File: config.mk
export PLATFORM = sky130hd
export DESIGN_NAME = uqf_top
export DESIGN_NICKNAME = d
export VERILOG_FILES = /design/src/pkg/uqf_pkg.sv /design/src/rtl/uqf_top.sv /design/src/rtl/uqf_cell_fill.sv /design/src/rtl/uqf_queue_alloc.sv
export SDC_FILE = /design/constraint.sdc
export NUM_CORES = 1
export LEC_CHECK = 0
export BUFFER_PORTS_ARGS = -buffer_cell sky130_fd_sc_hd__buf_2
export CORE_ASPECT_RATIO = 0.8
export CORE_UTILIZATION = 25
export DETAILED_ROUTE_END_ITERATION = 6
export PLACE_DENSITY = 0.53
export SETUP_SLACK_MARGIN = 0.4
export SLEW_MARGIN = 20
export SYNTH_ARGS = -nofsm -noshare
export SYNTH_HDL_FRONTEND = slang
export SYNTH_SLANG_ARGS = --single-unit
File: constraint.sdc
create_clock -name pclk -period 3.9 [get_ports pclk]
set_clock_uncertainty 0.05 [all_clocks]
set_input_delay 0.39 -clock pclk [delete_from_list [all_inputs] [get_ports pclk]]
set_output_delay 0.39 -clock pclk [all_outputs]
set_load 0.02 [all_outputs]
File: src/pkg/uqf_pkg.sv
//------------------------------------------------------------------------------
// Purpose: constants for the utopia queue and flow configuration block
// Assumes: apb register port, one 25 MHz clock
// Notes:   register byte address is four times the register index
//------------------------------------------------------------------------------
package uqf_pkg;

  // ---------------------------------------------------------------------------
  // register map
  // ---------------------------------------------------------------------------
  localparam int          UQF_ADDR_W     = 12;
  localparam logic [15:0] UQF_CFG_IDX    = 16'h0112;
  localparam logic [15:0] UQF_STAT_IDX   = 16'h0113;
  localparam logic [11:0] UQF_CFG_ADDR   = 12'(UQF_CFG_IDX * 16'h0004);
  localparam logic [11:0] UQF_STAT_ADDR  = 12'(UQF_STAT_IDX * 16'h0004);
  localparam logic [15:0] UQF_CFG_RESET  = 16'h0000;
  localparam logic [15:0] UQF_CFG_WMASK  = 16'h8770;

  // ---------------------------------------------------------------------------
  // config field positions
  // ---------------------------------------------------------------------------
  localparam int UQF_SEL_BIT     = 4;
  localparam int UQF_CLAV_OVR_BIT = 5;
  localparam int UQF_INHIBIT_BIT = 6;
  localparam int UQF_DIV_LSB     = 8;
  localparam int UQF_DIV_MSB     = 10;

  // ---------------------------------------------------------------------------
  // status field positions
  // ---------------------------------------------------------------------------
  localparam int UQF_ST_FILL_LSB = 0;
  localparam int UQF_ST_FILL_MSB = 2;
  localparam int UQF_ST_FULL_BIT = 3;
  localparam int UQF_ST_RSV_BIT  = 4;
  localparam int UQF_ST_USED_LSB = 8;
  localparam int UQF_ST_USED_MSB = 14;
  localparam int UQF_ST_UPPER_BIT = 15;

  // ---------------------------------------------------------------------------
  // queue division codes and sizes
  // ---------------------------------------------------------------------------
  localparam logic [2:0] UQF_DIV_4   = 3'h0;
  localparam logic [2:0] UQF_DIV_8   = 3'h1;
  localparam logic [2:0] UQF_DIV_16  = 3'h2;
  localparam logic [2:0] UQF_DIV_32  = 3'h3;
  localparam logic [2:0] UQF_DIV_64  = 3'h4;
  localparam logic [2:0] UQF_DIV_1   = 3'h5;
  localparam logic [7:0] UQF_BUF_CELLS     = 8'h80;
  localparam logic [6:0] UQF_LEGACY_USED   = 7'h20;
  localparam logic [5:0] UQF_PORTS_FULL    = 6'h20;
  localparam logic [5:0] UQF_PORTS_LEGACY  = 6'h10;
  localparam logic [2:0] UQF_FIFO_FULL_CELLS = 3'h4;

endpackage

File: src/rtl/uqf_top.sv
//------------------------------------------------------------------------------
// Purpose: second main configuration register, rx flow control, tx queue split
// Assumes: apb slave, zero wait states, inputs synchronous to pclk
// Notes:   address/clav/enable count field is not held here and reads zero
//------------------------------------------------------------------------------
`timescale 1ns/1ps
module uqf_top
  import uqf_pkg::*;
(
  input  wire logic                  pclk,
  input  wire logic                  presetn,
  input  wire logic                  psel,
  input  wire logic                  penable,
  input  wire logic                  pwrite,
  input  wire logic [UQF_ADDR_W-1:0] paddr,
  input  wire logic [31:0]           pwdata,
  input  wire logic [3:0]            pstrb,
  output logic [31:0]                prdata,
  output logic                       pready,
  output logic                       pslverr,
  input  wire logic                  rx_phy_mode,
  input  wire logic                  utopia_level2,
  input  wire logic [5:0]            phy_ports,
  input  wire logic                  rx_cell_store,
  input  wire logic                  rx_cell_take,
  input  wire logic                  rx_enb_req,
  output logic                       rx_clav,
  output logic                       rx_enb_n,
  output logic [6:0]                 queues_total,
  output logic [6:0]                 queues_used,
  output logic [7:0]                 cells_per_queue,
  output logic [2:0]                 queues_per_port,
  output logic [31:0]                port_served,
  output logic                       div_reserved,
  output logic                       upper_cfg_en
);

  // ---------------------------------------------------------------------------
  // apb decode
  // ---------------------------------------------------------------------------
  logic [15:0] cfg_q;
  logic [15:0] cfg_d;
  logic [31:0] prdata_q;
  logic [2:0]  fill;
  logic        fifo_full;

  wire        setup_rd  = psel & ~penable & ~pwrite;
  wire        access    = psel & penable;
  wire        hit_cfg   = (paddr == UQF_CFG_ADDR);
  wire        hit_stat  = (paddr == UQF_STAT_ADDR);
  wire        mapped    = hit_cfg | hit_stat;
  wire        wr_cfg    = access & pwrite & hit_cfg;
  wire [15:0] lane_mask = {{8{pstrb[1]}}, {8{pstrb[0]}}} & UQF_CFG_WMASK;

  // reserved bit 15 is stored as written; bits 3:0, 7, 14:11 read zero
  assign cfg_d = wr_cfg ? ((cfg_q & ~lane_mask) | (pwdata[15:0] & lane_mask)) : cfg_q;

  wire       full_sel  = cfg_q[UQF_SEL_BIT];
  wire       clav_ovr  = cfg_q[UQF_CLAV_OVR_BIT];
  wire       inhibit   = cfg_q[UQF_INHIBIT_BIT];
  wire [2:0] div_code  = cfg_q[UQF_DIV_MSB:UQF_DIV_LSB];
  wire       level2_atm = utopia_level2 & ~rx_phy_mode;

  logic [15:0] status;
  always_comb begin
    status = 16'h0000;
    status[UQF_ST_FILL_MSB:UQF_ST_FILL_LSB] = fill;
    status[UQF_ST_FULL_BIT] = fifo_full;
    status[UQF_ST_RSV_BIT]  = div_reserved;
    status[UQF_ST_USED_MSB:UQF_ST_USED_LSB] = queues_used;
    status[UQF_ST_UPPER_BIT] = upper_cfg_en;
  end

  wire [31:0] rd_word = hit_cfg  ? {16'h0000, cfg_q} :
                        hit_stat ? {16'h0000, status} : 32'h0000_0000;

  // read data captured in setup so it comes from a flop in the access phase
  always_ff @(posedge pclk or negedge presetn) begin
    if (!presetn) begin
      cfg_q    <= UQF_CFG_RESET;
      prdata_q <= 32'h0000_0000;
    end else begin
      cfg_q <= cfg_d;
      if (setup_rd) begin
        prdata_q <= rd_word;
      end
    end
  end

  assign prdata  = prdata_q;
  assign pready  = 1'b1;
  assign pslverr = access & ~mapped;

  // ---------------------------------------------------------------------------
  // receive flow control
  // ---------------------------------------------------------------------------
  uqf_cell_fill u_fill (
    .pclk       (pclk),
    .presetn    (presetn),
    .cell_store (rx_cell_store),
    .cell_take  (rx_cell_take),
    .fill_q     (fill),
    .full_q     (fifo_full)
  );

  assign rx_clav = rx_phy_mode & (clav_ovr | ~fifo_full);

  // no inhibit, enable follows request
  // in phy mode the enable pin belongs to the far side, so stay inactive
  assign rx_enb_n = ~(rx_enb_req & ~rx_phy_mode & ~(inhibit & fifo_full));

  // ---------------------------------------------------------------------------
  // transmit queue allocation
  // ---------------------------------------------------------------------------
  uqf_queue_alloc u_alloc (
    .pclk              (pclk),
    .presetn           (presetn),
    .full_sel          (full_sel),
    .div_code          (div_code),
    .level2_atm        (level2_atm),
    .phy_ports         (phy_ports),
    .queues_total_q    (queues_total),
    .queues_used_q     (queues_used),
    .cells_per_queue_q (cells_per_queue),
    .queues_per_port_q (queues_per_port),
    .port_served_q     (port_served),
    .div_reserved_q    (div_reserved),
    .upper_cfg_en_q    (upper_cfg_en)
  );
endmodule

File: src/rtl/uqf_cell_fill.sv
//------------------------------------------------------------------------------
// Purpose: count receive fifo cells not yet taken by internal processing
// Assumes: store and take are one-cycle pulses
// Notes:   count saturates; a store beyond full is an overrun and not counted
//------------------------------------------------------------------------------
`timescale 1ns/1ps
module uqf_cell_fill
  import uqf_pkg::*;
(
  input  wire logic       pclk,
  input  wire logic       presetn,
  input  wire logic       cell_store,
  input  wire logic       cell_take,
  output logic [2:0]      fill_q,
  output logic            full_q
);

  logic [2:0] fill_d;
  wire        inc = cell_store & ~cell_take & (fill_q != UQF_FIFO_FULL_CELLS);
  wire        dec = cell_take & ~cell_store & (fill_q != 3'h0);

  always_comb begin
    fill_d = fill_q;
    if (inc) begin
      fill_d = fill_q + 3'h1;
    end else if (dec) begin
      fill_d = fill_q - 3'h1;
    end
  end

  always_ff @(posedge pclk or negedge presetn) begin
    if (!presetn) begin
      fill_q <= 3'h0;
      full_q <= 1'b0;
    end else begin
      fill_q <= fill_d;
      full_q <= (fill_d == UQF_FIFO_FULL_CELLS);
    end
  end

endmodule

File: src/rtl/uqf_queue_alloc.sv
//------------------------------------------------------------------------------
// Purpose: derive transmit queue split and per-port queue allocation
// Assumes: configuration changes are rare; outputs lag inputs by one cycle
// Notes:   reserved division codes fall back to a single queue
//------------------------------------------------------------------------------
`timescale 1ns/1ps
module uqf_queue_alloc
  import uqf_pkg::*;
(
  input  wire logic       pclk,
  input  wire logic       presetn,
  input  wire logic       full_sel,
  input  wire logic [2:0] div_code,
  input  wire logic       level2_atm,
  input  wire logic [5:0] phy_ports,
  output logic [6:0]      queues_total_q,
  output logic [6:0]      queues_used_q,
  output logic [7:0]      cells_per_queue_q,
  output logic [2:0]      queues_per_port_q,
  output logic [31:0]     port_served_q,
  output logic            div_reserved_q,
  output logic            upper_cfg_en_q
);

  logic [6:0] total;
  logic [7:0] cells;
  logic       rsv;

  // reserved codes act as one queue
  always_comb begin
    rsv = 1'b0;
    case (div_code)
      UQF_DIV_4:  begin total = 7'h04; cells = 8'h20; end
      UQF_DIV_8:  begin total = 7'h08; cells = 8'h10; end
      UQF_DIV_16: begin total = 7'h10; cells = 8'h08; end
      UQF_DIV_32: begin total = 7'h20; cells = 8'h04; end
      UQF_DIV_64: begin total = 7'h40; cells = 8'h02; end
      UQF_DIV_1:  begin total = 7'h01; cells = UQF_BUF_CELLS; end
      default:    begin total = 7'h01; cells = UQF_BUF_CELLS; rsv = 1'b1; end
    endcase
  end

  // legacy 64-queue split uses only 32
  wire [6:0] used     = (!full_sel && div_code == UQF_DIV_64) ? UQF_LEGACY_USED : total;
  wire [5:0] port_cap = full_sel ? UQF_PORTS_FULL : UQF_PORTS_LEGACY;
  wire [5:0] eff_port = (phy_ports > port_cap) ? port_cap : phy_ports;
  // two queues per port at the port limit
  // same rule with the legacy limit
  wire       two_qpp  = level2_atm && (phy_ports == port_cap);
  wire [2:0] qpp      = two_qpp ? 3'h2 : 3'h4;
  wire [6:0] served   = two_qpp ? (used >> 1) : (used >> 2);
  logic [31:0] served_mask;

  genvar gi;
  generate
    for (gi = 0; gi < 32; gi++) begin : g_port
      localparam logic [6:0] PIDX = 7'(gi);
      // upper ports ignored in legacy mode
      assign served_mask[gi] = level2_atm ? ((PIDX < served) && (PIDX[5:0] < eff_port))
                                          : (gi == 0);
    end
  endgenerate

  always_ff @(posedge pclk or negedge presetn) begin
    if (!presetn) begin
      queues_total_q    <= 7'h04;
      queues_used_q     <= 7'h04;
      cells_per_queue_q <= 8'h20;
      queues_per_port_q <= 3'h4;
      port_served_q     <= 32'h0000_0000;
      div_reserved_q    <= 1'b0;
      upper_cfg_en_q    <= 1'b0;
    end else begin
      queues_total_q    <= total;
      queues_used_q     <= used;
      cells_per_queue_q <= cells;
      queues_per_port_q <= qpp;
      port_served_q     <= served_mask;
      div_reserved_q    <= rsv;
      upper_cfg_en_q    <= full_sel;
    end
  end

endmodule

==> impl_metrics.toml <==
[outcome]
status = "finished clean"

[route]
firstDrtPassIters = 4
ant_nets = 0
drtIter0Drc = 97
drc = 0
wl_per_cell_um = 14.0
vias = 2621
vias_per_cell = 4.38
wirelength_mm = 8.37

[yosys]
synth_area_um2 = 3500
synthSimpleGateAreaFrac_pct = 13.4
synth-compound-area-share_pct = 16.5
synth_cell_type_count = 51
synth_warnings = 0
async_flop_share_pct = 100
ys.flop_type = "dfrtp_1"
ys_ff_latch = 74
syn_inst = 317
synth_area_per_cell_um2 = 11.0
synth_edf_count = 0
synthAdderAreaFrac_pct = 1.79
synth-xor-area-share_pct = 0.500
ys_seq_area_share_pct = 53.0
synth_top_family_by_area = "compound AO/OA/AOI/OAI gates"
muxShareOfSynthArea_pct = 3.68

[flow_run]
drv_cap = 0

[die]
dieArea_um2 = 14500
start_util_pct = 25.7
die_h_um = 108
die_x_um = 134
pin_count = 159
rows = 38
core_um2 = 13600

[sta]
drv_slew = 0
fin_crit_sh_pct = 67.4
tightest_slew_ns = 0.927
fin_crit_ns = 2.63
finalSetupTns_ns = 0
whs_ns = 0.157
hold_viol = 0
setup_viol = 0
rsz0062_at_grt = "false"
fmax_mhz = 380
slew_headroom_pct = 38.2

[power]
p_leak_nw = 2.23
total_power_mw = 1.91
power_density_nw_per_um2 = 434
irDropWorstVdd_mv = 0.167

[clocking]
postCtsSetupRepairBufs = 0
cts_tree = "built"
cts_root_buf = "clkbuf_16"
cts_hold_buf = 0
cts_htree_levels = 3
clockBufferDepth = 2
cts-buffers-inserted = 9
clk_pin_slew_ns = 0.06
cts_num_sinks = 74
clk-insertion-delay-late_ns = 0.33
cts_resized = 0

[final_layout]
nets = 482
area_delta_synth_final_pct = 25.7
fin_util_pct = 32.4
drive_above_1_share_pct = 37.6
fin_cells = 598
num_antenna_cells = 0

[setup_path]
crit_required_ns = 4.06
arrival_ns = 2.79
crit_path_start_kind = "register"
reg2reg_slack_ns = 1.27
path_max_fanout = 16
critPathKind = "reg -> reg"
endpoint_kind = "register"

[global_route]
grt_remaining_overflow = 0
first_global_vias = 2468
grt_usage_pct = 12.0
antenna_found_initial = 1
grt_max_degree = 75
grt_pass1_wl_mm = 13.2

[placement]
placedCellCount = 582
io_buffers = 108
gp_congestion = 0.777
dpl.hpwl_mm = 6.10

[hold_path]
min_path_type = "in -> async"
-- through the flow --
step	instance area (um2)	worst slack [ns]
floorplan	3580	1.39
global placement	4070	1.28
detailed placement	4070	1.19
CTS	4400	1.26
global route	4400	1.02
finish	4400	1.27
-- metal layers --
layer | GRT usage [%] | routed length, um
met1 | 17.4 | 4220
met2 | 17.2 | 3610
met3 | 2.31 | 414
met4 | 5.22 | 115
met5 | 0 | 10
-- worst max-delay path, cell delays in order (launching register included) --
cell      delay [ns]
dfrtp_1         0.34
inv_1           0.11
ha_1            0.31
nand2_1         0.13
nor4_4          0.55
xnor2_1         0.18
nand2_1         0.43
a221oi_1        0.42
-- synth_stat cells, types with 4 or more instances --
cell	instances	area (um2)
buf_2	5	25.0
dfrtp_1	71	1780
nand2_1	25	93.8
a21oi_1	7	35.0
o21a_1	4	30.0
nor2_1	21	78.8
ha_1	5	62.6
nor2b_1	6	37.5
nor3_1	9	45.0
a22o_1	8	70.1
nand3_1	4	20.0
o21ai_0	8	40.0
a221oi_2	10	150
inv_1	15	56.3
a31oi_1	4	25.0
a221oi_1	7	61.3
mux2_2	7	78.8
o31ai_1	6	45.0
mux2i_1	5	50.1
buf_4	30	225
clkbuf_1	11	41.3
-- cells by family after synthesis --
kind of cell | Yosys count
other | 2
and+or+nand+nor | 89
xor gates and xnor gates | 2
buffers and inverters | 64
DFF | 74
adders and majority gates | 5
muxes | 12
AOI/OAI and AO/OA | 69
-- state kept, by name, indices dropped and copies added (netlist names), named ones only --
register and cells:
u_alloc.port_served_q 32, prdata 15, u_alloc.queues_used_q 6, u_alloc.cells_per_queue_q 5, u_fill.fill_q 3, u_alloc.queues_per_port_q 2
u_alloc.div_reserved_q 1, u_alloc.queues_total_q 1, u_alloc.upper_cfg_en_q 1, u_fill.full_q 1
-- cell usage in the layout (no fill, tap or decap), types with 5 or more instances in the layout --
cell type,n
conb_1,23
nor2b_1,6
a22o_1,8
mux2_2,7
dfrtp_1,71
ha_1,5
o21ai_0,8
inv_1,15
nand2_1,25
a21oi_1,7
nor2_1,21
clkbuf_16,9
a221oi_1,7
buf_2,107
buf_4,6
nor3_1,8
o31ai_1,6
a221oi_2,10
-- cell type report --
cell class / instances / area, um2
Tap cell: 180 / 225
Timing Repair Buffer: 113 / 581
Sequential cell: 74 / 1860
Clock buffer: 13 / 280
Inverter: 15 / 56.3
Fill cell: 1423 / 9200
Multi-Input combinational cell: 200 / 1360
Clock inverter: 3 / 45.0
-- path summary, 6_finish.rpt --
check	from	cells past startpoint	end
min in group pclk	pwdata[6]	2	register
worst max-delay path	register	7	u_alloc.port_served_q[16]
worst max register to register	register	7	u_alloc.port_served_q[16]
max in group asynchronous	presetn	1	prdata[10]
worst min register to register	prdata[4]	2	prdata[4]
worst min-delay path	presetn	1	u_alloc.port_served_q[25]
-- power breakdown --
part	switching (mW)	internal, mW	leakage [nW]
registers	0.0328	0.788	1.01
clock network	0.306	0.565	0.154
logic	0.137	0.0807	1.06
Note: power is estimated with default switching activity, not from simulation.
